`src/nbh_pkg.sv`:
```
// What this block does
// - Page 4KB+256 spare, 64 pages, 4 partials
// - Five address bytes: two column, three row
// - Column bit 12 set forces bits 10:7 low
// - Command byte on write strobe, command latch high
// - Five address bytes, address latch high
// - Protect input high for program/erase setup
// - Data bytes with both latches low, protect high
// - Read strobe toggles shift out bytes
// - Strobes held high during read busy
// - Protect follows writeProtectAllow during program/erase busy
package nbh_pkg;
    localparam int PAGE_MAIN_BYTES = 4096;
    localparam int PAGE_SPARE_BYTES = 256;
    localparam int PAGES_PER_BLOCK = 64;
    localparam int PARTIAL_PROGRAM_COUNT = 4;
    localparam int PARTIAL_BYTES = 1024;
    localparam int ADDR_CYCLES = 5;
    // Strobe half-period timing at 200 MHz
    localparam int CLK_PERIOD_NS = 5;
    localparam int STROBE_LOW_NS = 20;
    localparam int STROBE_HIGH_NS = 20;
    localparam int GLITCH_NS = 5;
    localparam logic [3:0] STROBE_LOW_CYC = 4'((STROBE_LOW_NS + CLK_PERIOD_NS - 1) / CLK_PERIOD_NS);
    localparam logic [3:0] STROBE_HIGH_CYC = 4'((STROBE_HIGH_NS + CLK_PERIOD_NS - 1) / CLK_PERIOD_NS);
    localparam int FIFO_DEPTH = 16;
    localparam int FIFO_WIDTH = 8;
    localparam logic [12:0] COL_RESET = 13'h0000;
    localparam logic [16:0] ROW_RESET = 17'h00000;
    localparam logic [15:0] LEN_RESET = 16'h0000;

    typedef enum logic [1:0] {
        NBH_OP_CMD = 2'b00,
        NBH_OP_ADDR = 2'b01,
        NBH_OP_WRDATA = 2'b10,
        NBH_OP_RDDATA = 2'b11
    } nbh_op_e;

    // Host request: one bus phase
    typedef struct packed {
        nbh_op_e op;
        logic [7:0] cmd;
        logic modify;       // Program/erase setup needs protect high
        logic [12:0] col;
        logic [16:0] row;   // {block[10:0], page[5:0]}
        logic [15:0] len;   // Data byte count
    } nbh_req_s;

    // Pin outputs toward the memory
    typedef struct packed {
        logic chipSelN;
        logic cmdLatch;
        logic addrLatch;
        logic writeStrobeN;
        logic readStrobeN;
        logic protectN;
    } nbh_pins_s;
endpackage

```
`src/nbh_host.sv`:
```
`timescale 1ns/1ps
`default_nettype none
module nbh_host (
    // Clock and reset
    input wire logic sys_clk,
    input wire logic rstn,
    // Request port
    input wire logic reqValid,
    output logic reqReady,
    input wire nbh_pkg::nbh_req_s req,
    input wire logic writeProtectAllow,
    // Write data stream
    input wire logic wrValid,
    output logic wrReady,
    input wire logic [7:0] wrData,
    // Read data stream
    output logic rdValid,
    output logic [7:0] rdData,
    // Status
    output logic memBusy,
    output logic opDone,
    // Memory pins
    output logic chipSelN,
    output logic cmdLatch,
    output logic addrLatch,
    output logic writeStrobeN,
    output logic readStrobeN,
    output logic protectN,
    output logic [7:0] ioOut,
    output logic ioOe,
    input wire logic [7:0] ioIn,
    input wire logic readyBusyN
);
    import nbh_pkg::*;

    typedef enum logic [2:0] {
        ST_IDLE = 3'b000,
        ST_SETUP = 3'b001,
        ST_LOW = 3'b010,
        ST_HIGH = 3'b011,
        ST_DONE = 3'b100
    } nbh_state_e;

    nbh_state_e state_ff, nxt_state;
    nbh_req_s cur_ff;
    nbh_pins_s pins_ff, nxt_pins;
    logic [3:0] tmr_ff;
    logic [15:0] cnt_ff;
    logic [7:0] ioOut_ff, nxt_ioOut;
    logic ioOe_ff;
    logic rdValid_ff;
    logic [7:0] rdData_ff;
    logic opDone_ff;
    logic reqReady_ff;
    logic memBusy_ff;
    logic [7:0] ioSync1_ff, ioSync2_ff;
    logic rbSync1_ff, rbSync2_ff;

    // FIFO between write stream and the bus
    logic fifoValid;
    logic fifoPop;
    logic [7:0] fifoData;
    nbh_fifo #(.WIDTH(FIFO_WIDTH), .DEPTH(FIFO_DEPTH)) nbh_fifo_inst (
        .sys_clk(sys_clk),
        .rstn(rstn),
        .inValid(wrValid),
        .inReady(wrReady),
        .inData(wrData),
        .outValid(fifoValid),
        .outReady(fifoPop),
        .outData(fifoData)
    );

    // Address byte select; reserved high bits driven low
    function automatic logic [7:0] addrByte(input logic [12:0] col, input logic [16:0] row, input logic [2:0] idx);
        unique case (idx)
            3'd0: addrByte = col[7:0];
            3'd1: addrByte = {3'b000, col[12:8]};
            3'd2: addrByte = row[7:0];                      // page + block low bits
            3'd3: addrByte = row[15:8];
            default: addrByte = {7'h00, row[16]};           // block bit 11 stays low
        endcase
    endfunction

    // Column clamp: spare region access keeps bits 10:7 low
    wire [12:0] colSafe = cur_ff.col[12] ? (cur_ff.col & 13'h187f) : cur_ff.col;
    wire [2:0] addrIdx = cnt_ff[2:0];
    wire isWrite = cur_ff.op == NBH_OP_WRDATA;
    wire isRead = cur_ff.op == NBH_OP_RDDATA;
    wire isAddr = cur_ff.op == NBH_OP_ADDR;
    wire lastBeat = isAddr ? (cnt_ff == 16'(ADDR_CYCLES - 1)) : (cnt_ff + 16'd1 >= cur_ff.len);
    wire tmrDone = tmr_ff == 4'd0;
    // Data phase waits on FIFO; stall keeps write strobe high
    wire dataStall = isWrite && !fifoValid;
    wire idleStart = state_ff == ST_IDLE && reqValid && reqReady_ff;
    assign fifoPop = state_ff == ST_SETUP && isWrite && fifoValid;
    assign reqReady = reqReady_ff;
    wire [7:0] beatByte = (cur_ff.op == NBH_OP_CMD) ? cur_ff.cmd :
                          isAddr ? addrByte(colSafe, cur_ff.row, addrIdx) : fifoData;

    // Next-state and pin decode
    always_comb begin
        nxt_state = state_ff;
        nxt_pins = pins_ff;
        nxt_ioOut = ioOut_ff;
        unique case (state_ff)
            ST_IDLE: begin
                // Idle: strobes high, protect follows writeProtectAllow; high keeps any busy program/erase safe
                nxt_pins.writeStrobeN = 1'b1;
                nxt_pins.readStrobeN = 1'b1;
                nxt_pins.protectN = writeProtectAllow;
                if (idleStart) begin
                    nxt_state = ST_SETUP;
                    nxt_pins.chipSelN = 1'b0;
                    nxt_pins.cmdLatch = req.op == NBH_OP_CMD;
                    nxt_pins.addrLatch = req.op == NBH_OP_ADDR;
                    // Program/erase setup and data input need protect high
                    nxt_pins.protectN = writeProtectAllow | req.modify | (req.op == NBH_OP_WRDATA);
                end
            end
            ST_SETUP: begin
                if (!dataStall) begin
                    nxt_state = ST_LOW;
                    nxt_ioOut = beatByte;
                    // Strobe low time well above 5 ns so no pulse looks like a glitch
                    if (isRead) begin
                        nxt_pins.readStrobeN = 1'b0;
                    end else begin
                        nxt_pins.writeStrobeN = 1'b0;
                    end
                end
            end
            ST_LOW: begin
                if (tmrDone) begin
                    nxt_state = ST_HIGH;
                    nxt_pins.writeStrobeN = 1'b1;            // latch on rising edge
                    nxt_pins.readStrobeN = 1'b1;
                end
            end
            ST_HIGH: begin
                if (tmrDone) begin
                    nxt_state = lastBeat ? ST_DONE : ST_SETUP;
                end
            end
            default: begin
                nxt_state = ST_IDLE;
                nxt_pins.cmdLatch = 1'b0;
                nxt_pins.addrLatch = 1'b0;
                nxt_pins.chipSelN = 1'b1;                    // standby
            end
        endcase
    end

    // Phase timer and beat counter
    always_ff @(posedge sys_clk) begin
        if (!rstn) begin
            tmr_ff <= 4'd0;
            cnt_ff <= LEN_RESET;
        end else if (state_ff == ST_SETUP) begin
            tmr_ff <= STROBE_LOW_CYC - 4'd1;
        end else if (state_ff == ST_LOW && tmrDone) begin
            tmr_ff <= STROBE_HIGH_CYC - 4'd1;
        end else if (!tmrDone) begin
            tmr_ff <= tmr_ff - 4'd1;
        end
        if (rstn && state_ff == ST_IDLE) begin
            cnt_ff <= LEN_RESET;
        end else if (rstn && state_ff == ST_HIGH && tmrDone) begin
            cnt_ff <= cnt_ff + 16'd1;
        end
    end

    // State, request and pin registers
    always_ff @(posedge sys_clk) begin
        if (!rstn) begin
            state_ff <= ST_IDLE;
            cur_ff <= '0;
            pins_ff <= 6'b100110;
            ioOut_ff <= 8'h00;
        end else begin
            state_ff <= nxt_state;
            pins_ff <= nxt_pins;
            ioOut_ff <= nxt_ioOut;
            if (idleStart) begin
                cur_ff <= req;
            end
        end
    end

    // Bus drive: only during command, address and data-in beats
    always_ff @(posedge sys_clk) begin
        if (!rstn) begin
            ioOe_ff <= 1'b0;
        end else begin
            ioOe_ff <= (nxt_state == ST_LOW || nxt_state == ST_HIGH) && !isRead && state_ff != ST_IDLE;
        end
    end

    // Two-stage sync of pins from the memory
    always_ff @(posedge sys_clk) begin
        if (!rstn) begin
            ioSync1_ff <= 8'h00;
            ioSync2_ff <= 8'h00;
            rbSync1_ff <= 1'b0;
            rbSync2_ff <= 1'b0;
        end else begin
            ioSync1_ff <= ioIn;
            ioSync2_ff <= ioSync1_ff;
            rbSync1_ff <= readyBusyN;
            rbSync2_ff <= rbSync1_ff;
        end
    end

    // Ready and busy come from flops; they lag the synced pin by one edge, which only delays a start
    always_ff @(posedge sys_clk) begin
        if (!rstn) begin
            reqReady_ff <= 1'b0;
            memBusy_ff <= 1'b1;
        end else begin
            reqReady_ff <= nxt_state == ST_IDLE && rbSync2_ff;
            memBusy_ff <= !rbSync2_ff;
        end
    end

    // Read capture just before the strobe rises; sync lag fits in low time
    always_ff @(posedge sys_clk) begin
        if (!rstn) begin
            rdValid_ff <= 1'b0;
            rdData_ff <= 8'h00;
            opDone_ff <= 1'b0;
        end else begin
            rdValid_ff <= isRead && state_ff == ST_LOW && tmrDone;
            if (isRead && state_ff == ST_LOW && tmrDone) begin
                rdData_ff <= ioSync2_ff;
            end
            opDone_ff <= state_ff == ST_DONE;
        end
    end

    assign chipSelN = pins_ff.chipSelN;
    assign cmdLatch = pins_ff.cmdLatch;
    assign addrLatch = pins_ff.addrLatch;
    assign writeStrobeN = pins_ff.writeStrobeN;
    assign readStrobeN = pins_ff.readStrobeN;
    assign protectN = pins_ff.protectN;
    assign ioOut = ioOut_ff;
    assign ioOe = ioOe_ff;
    assign rdValid = rdValid_ff;
    assign rdData = rdData_ff;
    assign opDone = opDone_ff;
    assign memBusy = memBusy_ff;
endmodule
`default_nettype wire

```
`src/nbh_fifo.sv`:
```
`timescale 1ns/1ps
`default_nettype none
module nbh_fifo #(
    parameter int WIDTH = 8,
    parameter int DEPTH = 16
) (
    // Clock and reset
    input wire logic sys_clk,
    input wire logic rstn,
    // Fill side
    input wire logic inValid,
    output logic inReady,
    input wire logic [WIDTH-1:0] inData,
    // Drain side
    output logic outValid,
    input wire logic outReady,
    output logic [WIDTH-1:0] outData
);
    localparam int AW = $clog2(DEPTH);
    logic [WIDTH-1:0] mem [DEPTH];
    logic [AW:0] wrPtr_ff;
    logic [AW:0] rdPtr_ff;
    logic inReady_ff;
    logic [AW:0] nxt_wrPtr;
    logic [AW:0] nxt_rdPtr;
    wire doWr = inValid && inReady_ff;
    wire doRd = outValid && outReady;
    // Next pointers feed both the pointer flops and the registered ready
    assign nxt_wrPtr = wrPtr_ff + (AW+1)'(doWr);
    assign nxt_rdPtr = rdPtr_ff + (AW+1)'(doRd);
    assign inReady = inReady_ff;
    assign outValid = wrPtr_ff != rdPtr_ff;
    assign outData = mem[rdPtr_ff[AW-1:0]];

    // Storage has no reset, pointers do
    always_ff @(posedge sys_clk) begin
        if (doWr) begin
            mem[wrPtr_ff[AW-1:0]] <= inData;
        end
    end

    // Pointer update
    always_ff @(posedge sys_clk) begin
        if (!rstn) begin
            wrPtr_ff <= '0;
            rdPtr_ff <= '0;
            inReady_ff <= 1'b1;
        end else begin
            wrPtr_ff <= nxt_wrPtr;
            rdPtr_ff <= nxt_rdPtr;
            // Full when pointers differ only in the wrap bit; a flop here keeps the port free of logic
            inReady_ff <= (nxt_wrPtr ^ nxt_rdPtr) != {1'b1, {AW{1'b0}}};
        end
    end
endmodule
`default_nettype wire

```
`config.mk`:
```
export PLATFORM = sky130hd
export DESIGN_NAME = nbh_host
export DESIGN_NICKNAME = d
export VERILOG_FILES = /design/src/nbh_pkg.sv /design/src/nbh_host.sv /design/src/nbh_fifo.sv
export SDC_FILE = /design/constraint.sdc
export NUM_CORES = 1
export LEC_CHECK = 0
export ABC_AREA = 0
export BUFFER_PORTS_ARGS = -buffer_cell sky130_fd_sc_hd__buf_4
export CAP_MARGIN = 0
export CORE_MARGIN = 2
export CORE_UTILIZATION = 40
export CTS_BUF_LIST = sky130_fd_sc_hd__clkbuf_16
export CTS_CLUSTER_DIAMETER = 30
export DETAILED_ROUTE_END_ITERATION = 16
export GPL_ROUTABILITY_DRIVEN = 0
export GPL_TIMING_DRIVEN = 0
export MAX_ROUTING_LAYER = met4
export PLACE_DENSITY = 0.6
export SLEW_MARGIN = 10
export SYNTH_ARGS = -nofsm -noshare
export SYNTH_HDL_FRONTEND = slang
export SYNTH_SLANG_ARGS = --single-unit
```
`constraint.sdc`:
```
create_clock -name sys_clk -period 7.85 [get_ports sys_clk]
set_input_delay 0.785 -clock sys_clk [delete_from_list [all_inputs] [get_ports sys_clk]]
set_output_delay 0.785 -clock sys_clk [all_outputs]
set_load 0.1 [all_outputs]
```
==> results.cfg <==
[outcome]
status = finished clean

[critical_path]
cp.arrival_ps = 4130
reg2reg_to = state_ff[0]
crit_path_start_kind = flop
cp.required_ps = 8260
ff2ff_setup_slack_ps = 4130
critPathMaxFanout = 6
endpoint_kind = flop
crit-reg2reg-launch = cnt_ff[2]
setup.worst_path.class = flop to flop
r2r_cells = 10

[synthesis]
async_flop_share_pct = 0
synth_nets = 1023
synth_area_leaders = edfxtp_1 35%, dfxtp_1 25%, mux4_2 5.6%
synth-edff-count = 128
ys.flop_type = dfxtp_1
synth_seq_cells = 263
synth.distinct_cells = 65
syn_inst = 918
synth_commonest_cells = 146 x nand2_1, 135 x dfxtp_1, 128 x edfxtp_1
avgSynthCellArea_um2 = 11.9
synth_top_area_share_pct = 35.3
synth_area_um2 = 10900
synthMostInstantiatedCell = nand2_1
yosysTopAreaCell = edfxtp_1
synth_warnings = 0
synth_seq_area_share_pct = 60.1

[sta]
fmax_mhz = 269
setup_tns_ps = 0
final-setup-viol-count = 0
finalCritPeriodShare_pct = 47.4
fin_crit_ps = 3720
rsz0062_at_grt = no
holdWs_ps = 427
maxSlewViolCount = 0
slew_headroom_pct = 36.2
final_hold_viol_count = 0
skew_ps = 31.2
tightest_slew_ps = 954

[pwr]
p_leak_uw = 0.00521
powerDensity_nw_per_um2 = 289
vdd_drop_max_mv = 0.212

[cells_and_area]
fin_area_um2 = 14100
syn_to_final_growth_pct = 29.8
finalNetCount = 1190
fillers = 2335
drive_gt1_share_pct = 22.8
fin_cells = 1477

[global_route]
grt_pass1_vias = 7548
grt_pass1_wl_um = 42700
grt_max_degree = 17
grt.total_usage_pct = 20.1
gr-total-overflow = 0
antenna_found_initial = 1

[drt]
vias = 7690
first_pass_iters = 5
wl_um = 28000
wire_per_inst_um = 19.0
initialDrtViolationCount = 690
post_drt_via_cell_ratio = 5.21
drc = 0
ant_nets = 0

[hold_path]
whs_path_depth = 1
hold_path_class = flop to flop
min_to = ioSync2_ff[4]
hp-start = ioSync1_ff[4]

[floorplanning]
rows = 60
dieWidth_um = 169
io_pins = 107
initial_core_util_pct = 40.5
dieArea_um2 = 28600
die_h_um = 169
core_area_um2 = 26900

[cts]
postCtsHoldBufs = 0
clkLatencyLatePin_ps = 570
cts-root-buf = clkbuf_16
clkTransAtPathRegs_ps = 40
numCtsBuffers = 59
cts_setup_buffers = 0
cts_sinks = 263
cts_buffer_depth = 3
cts_max_level = 2
ctsResizeCount = 0
cts_tree = yes

[placed_design]
dp_hpwl_um = 19400
dp.cells = 1365
port_buffers = 105
place_area_um2 = 12100

[job]
max-cap-violations = 0
[registers in the layout (all words and copies together) (netlist names), 3 cells and up]
signal / count
cnt_ff: 16
nbh_fifo_inst.rdPtr_ff: 5
cur_ff: 56
nbh_fifo_inst.wrPtr_ff: 5
ioOut: 8
nbh_fifo_inst.mem: 128
rdData: 8
ioSync2_ff: 8
ioSync1_ff: 8
tmr_ff: 4
state_ff: 3
[layout by cell type, fill, tap and decap left out, types with 19 or more instances in the layout]
| cell | n |
|---|---|
| edfxtp_1 | 128 |
| clkbuf_16 | 61 |
| inv_1 | 33 |
| dfxtp_1 | 135 |
| o21ai_0 | 23 |
| clkbuf_1 | 29 |
| and2_1 | 26 |
| ha_1 | 26 |
| mux4_2 | 27 |
| a21oi_1 | 76 |
| nor2_1 | 62 |
| xnor2_1 | 22 |
| buf_4 | 107 |
| nand2_1 | 146 |
| mux2i_1 | 19 |
[kinds of logic (layout without fill, tap and decap cells)]
group,count (synthesis),in the layout,synth area share (%)
flip-flops,263,263,60.1
AO/OA/AOI/OAI,151,151,8.79
AND/OR/NAND/NOR,316,316,13.7
adder cells (fa/ha/maj),26,26,2.99
XOR/XNOR,36,36,2.90
buffers and inverters,75,292,3.01
multiplexers,51,51,8.54
other,0,1,0
[where the power goes]
part	internal (uW)	leakage [uW]	switching, uW
registers	1470	0.00225	15.1
logic	80.0	0.00196	109
clock network	1660	0.000995	757
[worst max-delay path by stage]
stage          cells after the start          end  startpoint
2_1_floorplan                     11  state_ff[0]   cnt_ff[0]
3_3_place_gp                      10  state_ff[0]   cnt_ff[2]
3_5_place_dp                      10  state_ff[0]   cnt_ff[2]
4_1_cts                           10  state_ff[0]   cnt_ff[2]
5_1_grt                           10  state_ff[0]   cnt_ff[2]
6_report                          10  state_ff[0]   cnt_ff[2]
[stage by stage]
step | util (%) | setup WS, ps | total power, uW
2_1_floorplan | - | 4850 | 1620
3_3_place_gp | 45.0 | 4230 | 1690
3_5_place_dp | 45.1 | 4230 | 1700
4_1_cts | 52.6 | 4210 | 4120
5_1_grt | 52.6 | 3830 | 4210
6_report | 52.6 | 4130 | 4090
[metal layers]
layer | routed length [um] | up-vias | track usage (%)
met4 | 550 | 0 | 5.95
met5 | 0 | - | -
met2 | 13100 | 272 | 31.7
li1 | - | 3681 | -
met1 | 12400 | 3688 | 26.3
met3 | 1940 | 49 | 4.16
[layout make-up]
class                      count  area [um2]  share of cell area, %
tap                          341         427                   3.02
timing repair buffer         106         796                   5.63
multi-input combinational    580        4040                   28.6
sequential                   263        6550                   46.3
clock buffer                  61        1530                   10.8
clock inverter                50         469                   3.32
inverter                      26        97.6                  0.691
antenna                        1        2.50                 0.0177
buffer                        49         230                   1.63
[worst max-delay path: stages (launching register included)]
cell and delay (ps):
dfxtp_1 450, nand4_1 210, nor3_1 610, nand3_1 280, xnor2_1 190, ha_1 320, nand4_1 170, or4_1 560
o311ai_0 460, o31a_1 240, o22ai_1 90
Power figures use the tool's default switching activity.
